<file path="config.mk">
export PLATFORM = sky130hd
export DESIGN_NAME = spi_clock_stop_port
export DESIGN_NICKNAME = d
export VERILOG_FILES = /design/src/spi_cs_pkg.sv /design/src/rate_tick_gen.sv /design/src/link_pin_edges.sv /design/src/spi_clock_stop_port.sv
export SDC_FILE = /design/constraint.sdc
export NUM_CORES = 1
export LEC_CHECK = 0
export BUFFER_PORTS_ARGS = -buffer_cell sky130_fd_sc_hd__buf_4
export CORE_MARGIN = 10
export CORE_UTILIZATION = 58
export DETAILED_ROUTE_END_ITERATION = 10
export PLACE_DENSITY = 0.92
export SLEW_MARGIN = 40
export SYNTH_ARGS = -nofsm -noshare
export SYNTH_HDL_FRONTEND = slang
export SYNTH_SLANG_ARGS = --single-unit
</file>
<file path="constraint.sdc">
create_clock -name clk -period 5.6 [get_ports clk]
set_input_delay 1.4 -clock clk [delete_from_list [all_inputs] [get_ports clk]]
set_output_delay 1.4 -clock clk [all_outputs]
set_load 0.02 [all_outputs]
</file>
<file path="src/spi_cs_pkg.sv">
// Shared constants and types for the clock-stop serial port
package spi_cs_pkg;
    localparam int          AXI_ADDR_W   = 8;
    localparam logic [7:0]  ADDR_CTRL    = 8'h00;
    localparam logic [7:0]  ADDR_TXDATA  = 8'h04;
    localparam logic [7:0]  ADDR_RXDATA  = 8'h08;
    localparam logic [7:0]  ADDR_STATUS  = 8'h0c;
    localparam int          CTRL_MODE    = 0;
    localparam int          CTRL_SRC     = 2;
    localparam int          CTRL_TXPOL   = 3;
    localparam int          CTRL_RXPOL   = 4;
    localparam int          CTRL_TXCDIR  = 5;
    localparam int          CTRL_RXCDIR  = 6;
    localparam int          CTRL_TXFDIR  = 7;
    localparam int          CTRL_RXFDIR  = 8;
    localparam int          CTRL_DIV     = 16;
    localparam int          DIV_BITS     = 8;
    localparam logic [31:0] CTRL_RESET   = 32'h0001_001e;
    localparam logic [31:0] CTRL_MASK    = 32'h00ff_01ff;
    localparam int          STAT_BUSY    = 0;
    localparam int          STAT_RXFULL  = 1;
    localparam int          STAT_PEND    = 2;
    localparam logic [1:0]  RESP_OKAY    = 2'b00;
    localparam logic [1:0]  RESP_SLVERR  = 2'b10;
    localparam int          CPU_PER_RATE = 4;
    localparam logic [1:0]  RATE_LAST    = 2'(CPU_PER_RATE - 1);
    localparam int          PHASE_W      = 9;
    typedef enum logic [2:0] {ST_IDLE, ST_LEAD, ST_LOW, ST_HIGH, ST_LAG, ST_SLAVE} xfer_state_t;
endpackage

</file>
<file path="src/rate_tick_gen.sv">
// Rate-generator input tick: quarter CPU clock or external rate clock edge
`timescale 1ns/100ps
`default_nettype none
module rate_tick_gen (
    input  wire logic clk,
    input  wire logic arst_n,
    input  wire logic src_sel,
    input  wire logic rate_clock_in,
    output logic      tick
);
    import spi_cs_pkg::*;

    typedef struct packed {
        logic [1:0] div;
        logic       prev;
        logic       tick;
    } rate_state_t;

    rate_state_t s_reg;
    rate_state_t s_next;

    always_comb begin
        s_next      = s_reg;
        s_next.div  = 2'(s_reg.div + 2'h1);
        s_next.prev = rate_clock_in;
        s_next.tick = src_sel ? (s_reg.div == RATE_LAST) : (rate_clock_in & ~s_reg.prev);
    end

    always_ff @(posedge clk or negedge arst_n) begin
        if (!arst_n) begin
            s_reg <= '0;
        end else begin
            s_reg <= s_next;
        end
    end

    assign tick = s_reg.tick;
endmodule
`default_nettype wire

</file>
<file path="src/link_pin_edges.sv">
// Edge and slave-enable decode of the link pins seen in slave role
`timescale 1ns/100ps
`default_nettype none
module link_pin_edges (
    input  wire logic clk,
    input  wire logic arst_n,
    input  wire logic bit_clock_in,
    input  wire logic tx_fs_in,
    input  wire logic rx_fs_in,
    input  wire logic tx_pol,
    input  wire logic rx_pol,
    output logic      rise,
    output logic      fall,
    output logic      tx_sel,
    output logic      rx_sel
);
    import spi_cs_pkg::*;

    typedef struct packed {
        logic prev;
        logic rise;
        logic fall;
        logic tx_sel;
        logic rx_sel;
    } edge_state_t;

    edge_state_t s_reg;
    edge_state_t s_next;

    always_comb begin
        s_next        = s_reg;
        s_next.prev   = bit_clock_in;
        s_next.rise   = bit_clock_in & ~s_reg.prev;
        s_next.fall   = ~bit_clock_in & s_reg.prev;
        s_next.tx_sel = tx_pol ? ~tx_fs_in : tx_fs_in;
        s_next.rx_sel = rx_pol ? ~rx_fs_in : rx_fs_in;
    end

    always_ff @(posedge clk or negedge arst_n) begin
        if (!arst_n) begin
            s_reg <= '{prev: 1'b1, default: 1'b0};
        end else begin
            s_reg <= s_next;
        end
    end

    assign rise   = s_reg.rise;
    assign fall   = s_reg.fall;
    assign tx_sel = s_reg.tx_sel;
    assign rx_sel = s_reg.rx_sel;
endmodule
`default_nettype wire

</file>
<file path="src/spi_clock_stop_port.sv">
// Clock-stop serial port, master and slave role, with AXI4-Lite registers
// What this block does
// - Rate input is four CPU clocks or external
// - Master bit period is divider plus one, two at divider zero
// - High phase length follows divider parity
// - Low phase length follows divider parity
// - Master drives frame sync as active low
// - Slave inverts both active-low frame inputs
// - Enable falls before first rising clock edge
// - Lead: high phase or full period
// - Lag: full period or high phase
// - Mode 10b launches data on falling edge
// - Mode 11b launches data on rising edge
// - Input data sampled on rising edge
// - Master releases data at last rising edge in 11b, a high phase after it in 10b
// - Slave releases data when enable returns high
// - First bit valid after enable falls
//
// Added by the designer: the placing of the registers and register access over AXI4-Lite.
`timescale 1ns/100ps
`default_nettype none
module spi_clock_stop_port #(
    parameter int WORD_BITS = 8
) (
    input  wire logic                               clk,
    input  wire logic                               arst_n,
    input  wire logic [spi_cs_pkg::AXI_ADDR_W-1:0]  s_axi_awaddr,
    input  wire logic                               s_axi_awvalid,
    output logic                                    s_axi_awready,
    input  wire logic [31:0]                        s_axi_wdata,
    input  wire logic [3:0]                         s_axi_wstrb,
    input  wire logic                               s_axi_wvalid,
    output logic                                    s_axi_wready,
    output logic [1:0]                              s_axi_bresp,
    output logic                                    s_axi_bvalid,
    input  wire logic                               s_axi_bready,
    input  wire logic [spi_cs_pkg::AXI_ADDR_W-1:0]  s_axi_araddr,
    input  wire logic                               s_axi_arvalid,
    output logic                                    s_axi_arready,
    output logic [31:0]                             s_axi_rdata,
    output logic [1:0]                              s_axi_rresp,
    output logic                                    s_axi_rvalid,
    input  wire logic                               s_axi_rready,
    input  wire logic                               rate_clock_in,
    input  wire logic                               serial_bit_clock_in,
    output logic                                    serial_bit_clock_out,
    output logic                                    serial_bit_clock_oe,
    input  wire logic                               tx_frame_sync_in,
    output logic                                    tx_frame_sync_out,
    output logic                                    tx_frame_sync_oe,
    input  wire logic                               rx_frame_sync_in,
    input  wire logic                               serial_data_in,
    output logic                                    serial_data_out,
    output logic                                    serial_data_out_oe
);
    import spi_cs_pkg::*;

    localparam int CW = $clog2(WORD_BITS + 1);

    if (WORD_BITS < 2 || WORD_BITS > 32) begin : g_check
        $error("WORD_BITS must lie between 2 and 32");
    end

    typedef struct packed {
        logic [31:0]          ctrl;
        logic                 aw_got;
        logic                 w_got;
        logic [7:0]           awaddr;
        logic [31:0]          wdata;
        logic [3:0]           wstrb;
        logic                 awready;
        logic                 wready;
        logic                 bvalid;
        logic [1:0]           bresp;
        logic                 arready;
        logic                 rvalid;
        logic [1:0]           rresp;
        logic [31:0]          rdata;
        logic [WORD_BITS-1:0] tx_word;
        logic [WORD_BITS-1:0] tx_sh;
        logic [WORD_BITS-1:0] rx_sh;
        logic [WORD_BITS-1:0] rx_word;
        logic                 pend;
        logic                 rx_full;
        logic [CW-1:0]        nbit;
        xfer_state_t          st;
        logic [PHASE_W-1:0]   cnt;
        logic                 clk_o;
        logic                 fs_o;
        logic                 dout;
        logic                 dout_oe;
    } state_t;

    state_t             s_reg;
    state_t             s_next;
    logic               tick;
    logic               sl_rise;
    logic               sl_fall;
    logic               tx_sel;
    logic               rx_sel;
    logic               master;
    logic               cstop;
    logic               mode11;
    logic [PHASE_W-1:0] len_h;
    logic [PHASE_W-1:0] len_l;
    logic [PHASE_W-1:0] len_t;

    function automatic logic [PHASE_W-1:0] high_len(input logic [DIV_BITS-1:0] d);
        if (d == '0) return 9'h001;
        else if (!d[0]) return 9'({2'b00, d[7:1]} + 9'h001);
        else return 9'(({1'b0, d} + 9'h001) >> 1);
    endfunction

    function automatic logic [PHASE_W-1:0] low_len(input logic [DIV_BITS-1:0] d);
        if (d == '0) return 9'h001;
        else if (!d[0]) return {2'b00, d[7:1]};
        else return 9'(({1'b0, d} + 9'h001) >> 1);
    endfunction

    function automatic logic addr_ok(input logic [7:0] a);
        return a[7:4] == 4'h0;
    endfunction

    function automatic logic [31:0] merge(input logic [31:0] o, input logic [31:0] w,
                                          input logic [3:0] b);
        logic [31:0] r;
        r = o;
        for (int i = 0; i < 4; i++) begin
            if (b[i]) r[8*i +: 8] = w[8*i +: 8];
        end
        return r;
    endfunction

    rate_tick_gen u_rate (
        .clk           (clk),
        .arst_n        (arst_n),
        .src_sel       (s_reg.ctrl[CTRL_SRC]),
        .rate_clock_in (rate_clock_in),
        .tick          (tick)
    );

    link_pin_edges u_edges (
        .clk          (clk),
        .arst_n       (arst_n),
        .bit_clock_in (serial_bit_clock_in),
        .tx_fs_in     (tx_frame_sync_in),
        .rx_fs_in     (rx_frame_sync_in),
        .tx_pol       (s_reg.ctrl[CTRL_TXPOL]),
        .rx_pol       (s_reg.ctrl[CTRL_RXPOL]),
        .rise         (sl_rise),
        .fall         (sl_fall),
        .tx_sel       (tx_sel),
        .rx_sel       (rx_sel)
    );

    assign master = s_reg.ctrl[CTRL_TXCDIR];
    assign cstop  = s_reg.ctrl[CTRL_MODE+1];
    assign mode11 = s_reg.ctrl[CTRL_MODE];
    assign len_h  = high_len(s_reg.ctrl[CTRL_DIV +: DIV_BITS]);
    assign len_l  = low_len(s_reg.ctrl[CTRL_DIV +: DIV_BITS]);
    assign len_t  = 9'(len_h + len_l);

    always_comb begin
        logic [PHASE_W-1:0] c1;
        logic [31:0]        wv;
        c1     = 9'(s_reg.cnt + 9'h001);
        wv     = '0;
        s_next = s_reg;
        // Read channel, before transfer logic so a completing word re-sets full
        if (s_reg.rvalid && s_axi_rready) s_next.rvalid = 1'b0;
        if (s_axi_arvalid && s_reg.arready) begin
            s_next.rvalid = 1'b1;
            s_next.rresp  = addr_ok(s_axi_araddr) ? RESP_OKAY : RESP_SLVERR;
            case ({s_axi_araddr[7:2], 2'b00})
                ADDR_CTRL:   s_next.rdata = s_reg.ctrl;
                ADDR_RXDATA: begin
                    s_next.rdata   = 32'(s_reg.rx_word);
                    s_next.rx_full = 1'b0;
                end
                ADDR_STATUS: s_next.rdata = {29'h0, s_reg.pend, s_reg.rx_full,
                                             s_reg.st != ST_IDLE};
                default:     s_next.rdata = '0;
            endcase
        end
        case (s_reg.st)
            ST_IDLE: begin
                if (cstop && master && s_reg.pend && tick) begin
                    s_next.pend  = 1'b0;
                    s_next.tx_sh = s_reg.tx_word;
                    s_next.nbit  = '0;
                    s_next.cnt   = '0;
                    s_next.fs_o  = ~s_reg.ctrl[CTRL_TXPOL];
                    s_next.st    = ST_LEAD;
                end else if (cstop && !master && tx_sel) begin
                    s_next.pend    = 1'b0;
                    s_next.dout    = s_reg.tx_word[WORD_BITS-1];
                    s_next.tx_sh   = s_reg.tx_word << 1;
                    s_next.dout_oe = 1'b1;
                    s_next.nbit    = '0;
                    s_next.st      = ST_SLAVE;
                end
            end
            ST_LEAD: begin
                if (tick) begin
                    s_next.cnt = c1;
                    if (mode11 && c1 == len_l) begin
                        s_next.dout    = s_reg.tx_sh[WORD_BITS-1];
                        s_next.tx_sh   = s_reg.tx_sh << 1;
                        s_next.dout_oe = 1'b1;
                    end
                    if (c1 == (mode11 ? len_t : len_h)) begin
                        s_next.clk_o = 1'b0;
                        s_next.cnt   = '0;
                        s_next.st    = ST_LOW;
                        if (!mode11) begin
                            s_next.dout    = s_reg.tx_sh[WORD_BITS-1];
                            s_next.tx_sh   = s_reg.tx_sh << 1;
                            s_next.dout_oe = 1'b1;
                        end
                    end
                end
            end
            ST_LOW: begin
                if (tick) begin
                    s_next.cnt = c1;
                    if (c1 == len_l) begin
                        s_next.clk_o = 1'b1;
                        s_next.cnt   = '0;
                        s_next.rx_sh = {s_reg.rx_sh[WORD_BITS-2:0], serial_data_in};
                        s_next.nbit  = CW'(s_reg.nbit + 1'b1);
                        if (s_reg.nbit == CW'(WORD_BITS - 1)) begin
                            s_next.st = ST_LAG;
                            if (mode11) s_next.dout_oe = 1'b0;
                        end else begin
                            s_next.st = ST_HIGH;
                            if (mode11) begin
                                s_next.dout  = s_reg.tx_sh[WORD_BITS-1];
                                s_next.tx_sh = s_reg.tx_sh << 1;
                            end
                        end
                    end
                end
            end
            ST_HIGH: begin
                if (tick) begin
                    s_next.cnt = c1;
                    if (c1 == len_h) begin
                        s_next.clk_o = 1'b0;
                        s_next.cnt   = '0;
                        s_next.st    = ST_LOW;
                        if (!mode11) begin
                            s_next.dout  = s_reg.tx_sh[WORD_BITS-1];
                            s_next.tx_sh = s_reg.tx_sh << 1;
                        end
                    end
                end
            end
            ST_LAG: begin
                if (tick) begin
                    s_next.cnt = c1;
                    if (!mode11 && c1 == len_h) s_next.dout_oe = 1'b0;
                    if (c1 == (mode11 ? len_h : len_t)) begin
                        s_next.fs_o    = s_reg.ctrl[CTRL_TXPOL];
                        s_next.dout_oe = 1'b0;
                        s_next.rx_word = s_reg.rx_sh;
                        s_next.rx_full = 1'b1;
                        s_next.st      = ST_IDLE;
                    end
                end
            end
            ST_SLAVE: begin
                if (!tx_sel) begin
                    s_next.dout_oe = 1'b0;
                    s_next.st      = ST_IDLE;
                end else if (sl_rise && rx_sel && s_reg.nbit != CW'(WORD_BITS)) begin
                    s_next.rx_sh = {s_reg.rx_sh[WORD_BITS-2:0], serial_data_in};
                    s_next.nbit  = CW'(s_reg.nbit + 1'b1);
                    if (s_reg.nbit == CW'(WORD_BITS - 1)) begin
                        s_next.rx_word = {s_reg.rx_sh[WORD_BITS-2:0], serial_data_in};
                        s_next.rx_full = 1'b1;
                    end else if (mode11) begin
                        s_next.dout  = s_reg.tx_sh[WORD_BITS-1];
                        s_next.tx_sh = s_reg.tx_sh << 1;
                    end
                end else if (sl_fall && !mode11 && s_reg.nbit != '0
                             && s_reg.nbit != CW'(WORD_BITS)) begin
                    s_next.dout  = s_reg.tx_sh[WORD_BITS-1];
                    s_next.tx_sh = s_reg.tx_sh << 1;
                end
            end
            default: s_next.st = ST_IDLE;
        endcase
        // Write channel, after transfer logic so a new word re-arms pending
        if (s_axi_awvalid && s_reg.awready) begin
            s_next.aw_got = 1'b1;
            s_next.awaddr = s_axi_awaddr;
        end
        if (s_axi_wvalid && s_reg.wready) begin
            s_next.w_got = 1'b1;
            s_next.wdata = s_axi_wdata;
            s_next.wstrb = s_axi_wstrb;
        end
        if (s_reg.bvalid && s_axi_bready) s_next.bvalid = 1'b0;
        if (s_reg.aw_got && s_reg.w_got && !s_reg.bvalid) begin
            s_next.aw_got = 1'b0;
            s_next.w_got  = 1'b0;
            s_next.bvalid = 1'b1;
            s_next.bresp  = addr_ok(s_reg.awaddr) ? RESP_OKAY : RESP_SLVERR;
            case ({s_reg.awaddr[7:2], 2'b00})
                ADDR_CTRL: begin
                    wv           = merge(s_reg.ctrl, s_reg.wdata, s_reg.wstrb);
                    s_next.ctrl  = wv & CTRL_MASK;
                    s_next.fs_o  = (s_reg.st == ST_IDLE) ? wv[CTRL_TXPOL] : s_next.fs_o;
                end
                ADDR_TXDATA: begin
                    wv             = merge(32'(s_reg.tx_word), s_reg.wdata, s_reg.wstrb);
                    s_next.tx_word = wv[WORD_BITS-1:0];
                    s_next.pend    = 1'b1;
                end
                default: ;
            endcase
        end
        s_next.awready = ~s_next.aw_got & ~s_next.bvalid;
        s_next.wready  = ~s_next.w_got & ~s_next.bvalid;
        s_next.arready = ~s_next.rvalid;
    end

    always_ff @(posedge clk or negedge arst_n) begin
        if (!arst_n) begin
            s_reg      <= '0;
            s_reg.ctrl <= CTRL_RESET;
            s_reg.st   <= ST_IDLE;
            s_reg.clk_o <= 1'b1;
            s_reg.fs_o <= CTRL_RESET[CTRL_TXPOL];
        end else begin
            s_reg <= s_next;
        end
    end

    assign s_axi_awready        = s_reg.awready;
    assign s_axi_wready         = s_reg.wready;
    assign s_axi_bresp          = s_reg.bresp;
    assign s_axi_bvalid         = s_reg.bvalid;
    assign s_axi_arready        = s_reg.arready;
    assign s_axi_rdata          = s_reg.rdata;
    assign s_axi_rresp          = s_reg.rresp;
    assign s_axi_rvalid         = s_reg.rvalid;
    assign serial_bit_clock_out = s_reg.clk_o;
    assign serial_bit_clock_oe  = s_reg.ctrl[CTRL_TXCDIR];
    assign tx_frame_sync_out    = s_reg.fs_o;
    assign tx_frame_sync_oe     = s_reg.ctrl[CTRL_TXFDIR];
    assign serial_data_out      = s_reg.dout;
    assign serial_data_out_oe   = s_reg.dout_oe;
endmodule
`default_nettype wire

</file>
==> results of run 1 <==
-- power by group through the flow --
stage          Sequential [mW]  Combinational (mW)  Clock (mW)
2_1_floorplan             1.40                1.67           0
3_3_place_gp              1.52                2.02           0
3_5_place_dp              1.54                2.07           0
4_1_cts                   1.55                2.12        1.12
5_1_grt                   1.60                2.37        1.16
6_report                  1.58                2.18        1.13
-- per-stage QoR --
step	std cells	util	setup slack (ns)	power [mW]	hold WS, ns
CTS	1050	0.6758	0.6007	4.792	0.4649
detailed placement	1018	0.6312	0.6470	3.613	0.4225
global placement	1018	0.6310	0.7862	3.536	0.4138
finish	1050	0.6764	0.6216	4.879	0.4551
global route	1050	0.6764	0.3285	5.135	0.4785
floorplan	830	-	1.418	3.071	0.4006
-- cell usage after synthesis (all sizes together), types with 11 or more instances --
cell / instances
xnor2: 23
nand4: 12
mux2i: 13
a22o: 16
nor2: 44
a21oi: 43
ha: 16
xor2: 13
o21ai: 44
or3: 12
nor3: 12
nand2b: 11
clkbuf: 17
buf: 48
inv: 23
dfrtp: 124
nand2: 101
mux2: 68
nand3: 30
-- logic make-up (layout without fill, tap and decap cells) --
kind of cell / count (synthesis) / after routing / share of synthesized area
and+or+nand+nor: 273 / 273 / 0.1727
AOI/OAI and AO/OA: 183 / 183 / 0.1586
DFF: 132 / 132 / 0.4180
buffers and inverters: 88 / 132 / 0.06077
muxes: 81 / 81 / 0.1130
xor gates and xnor gates: 39 / 39 / 0.04862
adders and majority gates: 17 / 17 / 0.02778
other: 1 / 17 / 0.0004731
-- worst max path at each step --
| stage | to | startpoint | cells after the start |
|---|---|---|---|
| 2_1_floorplan | s_reg[22] | s_reg[157] | 17 |
| 3_3_place_gp | s_reg[8] | s_reg[157] | 15 |
| 3_5_place_dp | s_reg[8] | s_reg[157] | 15 |
| 4_1_cts | s_reg[8] | s_reg[157] | 15 |
| 5_1_grt | s_reg[29] | s_reg[157] | 14 |
| 6_report | s_reg[29] | s_reg[157] | 14 |
-- layout make-up --
cell class,instances,area share
Clock buffer,19,0.04926
Clock inverter,13,0.01670
Inverter,23,0.009601
Multi-Input combinational cell,610,0.4672
Sequential cell,132,0.3684
Tap cell,176,0.02449
Timing Repair Buffer,77,0.06428
-- per-layer routing --
| layer | part of all wire | global-route usage | up-vias | routed length [um] |
|---|---|---|---|---|
| met5 | 0 | 0 | - | 0 |
| met4 | 0.045 | 0.1095 | 0 | 1055 |
| met3 | 0.095 | 0.06452 | 120 | 2216 |
| met2 | 0.48 | 0.4081 | 515 | 11120 |
| met1 | 0.38 | 0.3047 | 3230 | 8957 |
| li1 | - | - | 2982 | - |
==> results.sh, run 1 <==
export IMPL_crit_buf_inv=0
export IMPL_insertion_delay_ns=0.42
export IMPL_hold_path_end="u_rate.s_reg[2]"
export IMPL_finalInstanceArea_um2=8992
export IMPL_synth_area_leaders="dfrtp_1 39%, mux2_2 8.4%, nand2_1 4.7%, buf_4 3.6%, a21oi_1 2.7%"
export IMPL_cp_cell_sequence="ha_1 > mux2i_1 > o21ai_0 > nand2_1 > ha_1 > nand3_1 > a21oi_1 > or4_1 > a31o_2 > xnor2_1 > nor3_1 > a21oi_1 > or3_1 > mux2_1"
export IMPL_synth_top_area_share=0.3915
export IMPL_layout_common_cells="124 x dfrtp_1, 99 x nand2_1, 77 x buf_4, 59 x mux2_2, 43 x nor2_1"
export IMPL_required_ns=5.90
export IMPL_ys_types=76
export IMPL_cts_sinks=132
export IMPL_dieArea_um2=18740
export IMPL_multiInputGateArea_um2=4202
export IMPL_min_period_ns=4.978
export IMPL_max_freq_ghz=0.2009
export IMPL_hpwlAfterDp_mm=14.96
export IMPL_p_leak_nw=4.153
export IMPL_hold_viol=0
export IMPL_routed_wirelength_mm=23.35
export IMPL_gp_congestion=0.9282
export IMPL_min_period_over_period=0.8890
export IMPL_worstHoldStart="u_rate.s_reg[2]"
export IMPL_p_int_mw=2.800
export IMPL_worst_r2r_path_depth=14
export IMPL_crit_arrival_ns=5.27
export IMPL_syn_to_final_growth_pct=13.45
export IMPL_yosys_area_top_type="dfrtp_1"
export IMPL_status="completed"
export IMPL_ant_nets=0
export IMPL_slowest_delay_ns=0.70
export IMPL_finalSetupViolCount=0
export IMPL_cts_hold_buf=0
export IMPL_synth_flop_cell="dfrtp_1"
export IMPL_vdd_drop_max_mv=0.3873
export IMPL_worstPathMaxFanout=15
export IMPL_syn_avg_cell_area_um2=9.738
export IMPL_finalSetupTns_ns=0
export IMPL_dr_pass1_iters=6
export IMPL_grt_pass1_vias=6896
export IMPL_die_height_um=136.9
export IMPL_tightest_slew_ns=0.8212
export IMPL_cts_resized_gates=0
export IMPL_reg2reg_slack_ns=0.62
export IMPL_power_switching_mw=2.079
export IMPL_antenna_found_initial=0
export IMPL_cp_start_kind="flip-flop"
export IMPL_ys_async_sr_fraction=1.000
export IMPL_largest_reg_flops=91
export IMPL_rr_startpoint="s_reg[157]"
export IMPL_num_vias=6847
export IMPL_ctsRootBufferMaster="clkbuf_16"
export IMPL_clkTransAtPathRegs_ns=0.06
export IMPL_hold_class="reg -> reg"
export IMPL_slew_viol_final=0
export IMPL_nets=942
export IMPL_grt_max_degree=60
export IMPL_coreArea_um2=13300
export IMPL_swShare=0.4262
export IMPL_rows=42
export IMPL_grt_ovfl_total=0
export IMPL_portBuffers=73
export IMPL_power_frac_comb=0.446
export IMPL_pwr_share_seq=0.323
export IMPL_ios=111
export IMPL_synth_edf_count=0
export IMPL_die_x_um=136.9
export IMPL_power_density_nw_per_um2=542.6
export IMPL_cts_buffer_depth=2
export IMPL_crit_slowest_cell="dfstp_2"
export IMPL_drt_iter0_markers=729
export IMPL_cts_tree="yes"
export IMPL_regArea_um2=3313
export IMPL_drc_errors=0
export IMPL_grt_use_total=0.2494
export IMPL_maxCapViolations=0
export IMPL_cts_max_level=4
export IMPL_relSlewSlack=0.4512
export IMPL_antenna_cells=0
export IMPL_critical_path_class="reg -> reg"
export IMPL_end_kind="flip-flop"
export IMPL_fillerInstances=879
export IMPL_final_common_cell="dfrtp_1"
export IMPL_ys_ff_latch=132
export IMPL_syn_area_um2=7926
export IMPL_critPathTopFamily="simple AND/OR/NAND/NOR gates"
export IMPL_initial_utilization=0.5962
export IMPL_synth_cells=814
export IMPL_grt_first_pass_wirelength_mm=36.96
export IMPL_rsz0062_at_grt="no"
export IMPL_ys_warn_count=0
export IMPL_dpl_cell_area_um2=8392
export IMPL_cts_setup_buffers=0
export IMPL_whs_path_depth=1
export IMPL_cts_buffers=17
export IMPL_seq_area_frac_synth=0.4180
export IMPL_clockPowerShare=0.231
export IMPL_skew_ns=0.008089
export IMPL_rr_endpoint="s_reg[29]"
export IMPL_viasPerCell=6.521
export IMPL_wl_per_cell_um=22.24
export IMPL_drive_above_1_share=0.2300
(Power assumes the default switching activity.)
==> inputs of run 2 (changes only) <==
--- a/config.mk
+++ b/config.mk
@@ -7,9 +7,9 @@
 export LEC_CHECK = 0
 export BUFFER_PORTS_ARGS = -buffer_cell sky130_fd_sc_hd__buf_4
 export CORE_MARGIN = 10
-export CORE_UTILIZATION = 58
+export CORE_UTILIZATION = 30
 export DETAILED_ROUTE_END_ITERATION = 10
-export PLACE_DENSITY = 0.92
+export PLACE_DENSITY = 0.58
 export SLEW_MARGIN = 40
 export SYNTH_ARGS = -nofsm -noshare
 export SYNTH_HDL_FRONTEND = slang
==> run 2 against run 1 <==
  * Total power up 0.40%
  * Cell count increased by 15%
  * Global-route usage down 13 points
  * Sequential cell count stayed put
  * Non-clock buffer count is 1 higher
  * Count of clock-buffer cells in the layout down 1
  * Clock power is 6% higher
  * Combinational power is essentially flat
  * Hold slack worse by 0.033 ns
  * Register-to-register slack improved by 0.09 ns
  * Cell area up 3.1%
==> results.sh, run 2 (synthesis results as in run 1) <==
export IMPL_cts_buffers=17
export IMPL_hold_class="reg -> reg"
export IMPL_min_period_ns=4.886
export IMPL_rows=59
export IMPL_p_int_mw=2.896
export IMPL_max_freq_ghz=0.2047
export IMPL_drc_errors=0
export IMPL_cts_setup_buffers=0
export IMPL_finalSetupViolCount=0
export IMPL_cts_tree="yes"
export IMPL_clkTransAtPathRegs_ns=0.06
export IMPL_vdd_drop_max_mv=0.2847
export IMPL_skew_ns=0.007705
export IMPL_nets=943
export IMPL_cts_sinks=132
export IMPL_portBuffers=73
export IMPL_grt_use_total=0.1236
export IMPL_largest_reg_flops=91
export IMPL_hold_viol=0
export IMPL_clockPowerShare=0.245
export IMPL_finalPower_mw=4.899
export IMPL_dr_pass1_iters=5
export IMPL_drive_above_1_share=0.2331
export IMPL_rsz0062_at_grt="no"
export IMPL_final_common_cell="dfrtp_1"
export IMPL_final_core_util=0.3556
export IMPL_grt_pass1_vias=6244
export IMPL_cts_buffer_depth=2
export IMPL_coreArea_um2=26060
export IMPL_swShare=0.4088
export IMPL_antenna_found_initial=0
export IMPL_hpwlAfterDp_mm=15.22
export IMPL_p_leak_nw=4.184
export IMPL_ctsRootBufferMaster="clkbuf_16"
export IMPL_maxCapViolations=0
export IMPL_gp_congestion=0.9019
export IMPL_initial_utilization=0.3042
export IMPL_ant_nets=0
export IMPL_relSlewSlack=0.4566
export IMPL_syn_to_final_growth_pct=16.92
export IMPL_power_frac_comb=0.442
export IMPL_cp_start_kind="flip-flop"
export IMPL_grt_first_pass_wirelength_mm=33.56
export IMPL_min_period_over_period=0.8726
export IMPL_drt_iter0_markers=426
export IMPL_power_density_nw_per_um2=528.6
export IMPL_power_switching_mw=2.003
export IMPL_routed_wirelength_mm=20.51
export IMPL_dieArea_um2=33320
export IMPL_grt_ovfl_total=0
export IMPL_end_kind="flip-flop"
export IMPL_viasPerCell=5.095
export IMPL_pwr_share_seq=0.313
export IMPL_ios=111
export IMPL_crit_arrival_ns=5.19
export IMPL_worstPathMaxFanout=15
export IMPL_die_x_um=182.5
export IMPL_setup_slack_ns=0.7136
export IMPL_die_height_um=182.5
export IMPL_layout_common_cells="124 x dfrtp_1, 98 x nand2_1, 76 x buf_4, 59 x mux2_2"
export IMPL_critical_path_class="reg -> reg"
export IMPL_fin_hold_ws_ns=0.4218
export IMPL_status="completed"
export IMPL_pre_cts_ws_ns=0.7421
export IMPL_cts_resized_gates=0
export IMPL_wl_per_cell_um=16.95
export IMPL_slew_viol_final=0
export IMPL_required_ns=5.91
export IMPL_antenna_cells=0
export IMPL_cts_hold_buf=0
export IMPL_num_vias=6165
export IMPL_grt_max_degree=102
export IMPL_tightest_slew_ns=0.8049
export IMPL_insertion_delay_ns=0.42
export IMPL_finalSetupTns_ns=0
export IMPL_cts_max_level=4
-- run 2: layout make-up --
cell class,count,area [um^2]
fillers,2621,16790
multi-input cells,610,4205
flip-flops and latches,132,3313
repair buffers,78,613.1
clock buffers,18,429.2
well taps,335,419.2
clock inverters,14,201.4
inverters,23,86.33
-- run 2: through the flow --
stage                     std cells  instance area, um^2
final                          1210                 9268
after global routing           1210                 9268
after CTS                      1209                 9235
after detailed placement       1177                 8605
after global placement         1177                 8592
after floorplan                 830                 7986
-- run 2: worst max-delay path: stages (launching register included) --
cell and delay, ns:
dfstp_2 0.70, ha_1 0.32, mux2i_1 0.18, o31a_1 0.30, or2_2 0.30, ha_1 0.41, nand3_1 0.12, a21oi_1 0.06
or4_1 0.50, a31o_2 0.27, xnor2_1 0.11, nor3_1 0.32, a21oi_1 0.18, or3_1 0.59, mux2_1 0.39
-- run 2: routing by layer --
metal | vias up | wire, um | part of all wire | track usage
li1 | 2999 | - | - | -
met4 | 0 | 350 | 0.017 | 0.04719
met1 | 2964 | 9448 | 0.46 | 0.1606
met5 | - | 0 | 0 | 0
met3 | 22 | 1360 | 0.066 | 0.03205
met2 | 180 | 9346 | 0.46 | 0.1924
-- run 2: path summary, 6_finish.rpt --
kind                            startpoint         endpoint  slack [ns]  cells after the start
setup / recovery                s_reg[157]        s_reg[29]        0.71                     14
hold / removal             u_rate.s_reg[2]  u_rate.s_reg[2]        0.42                      1
setup reg to reg                s_reg[157]        s_reg[29]        0.71                     14
hold reg to reg            u_rate.s_reg[2]  u_rate.s_reg[2]        0.42                      1
max in group asynchronous           arst_n       s_reg[157]        3.67                      3
min in group asynchronous           arst_n        s_reg[43]        0.82                      1
-- run 2: power by group through the flow --
| stage | clock network, mW | logic, mW | registers (mW) |
|---|---|---|---|
| after floorplan | 0 | 1.67 | 1.40 |
| after global routing | 1.26 | 2.40 | 1.58 |
| final | 1.20 | 2.16 | 1.53 |
| after global placement | 0 | 2.11 | 1.54 |
| after CTS | 1.22 | 2.15 | 1.53 |
| after detailed placement | 0 | 2.14 | 1.55 |
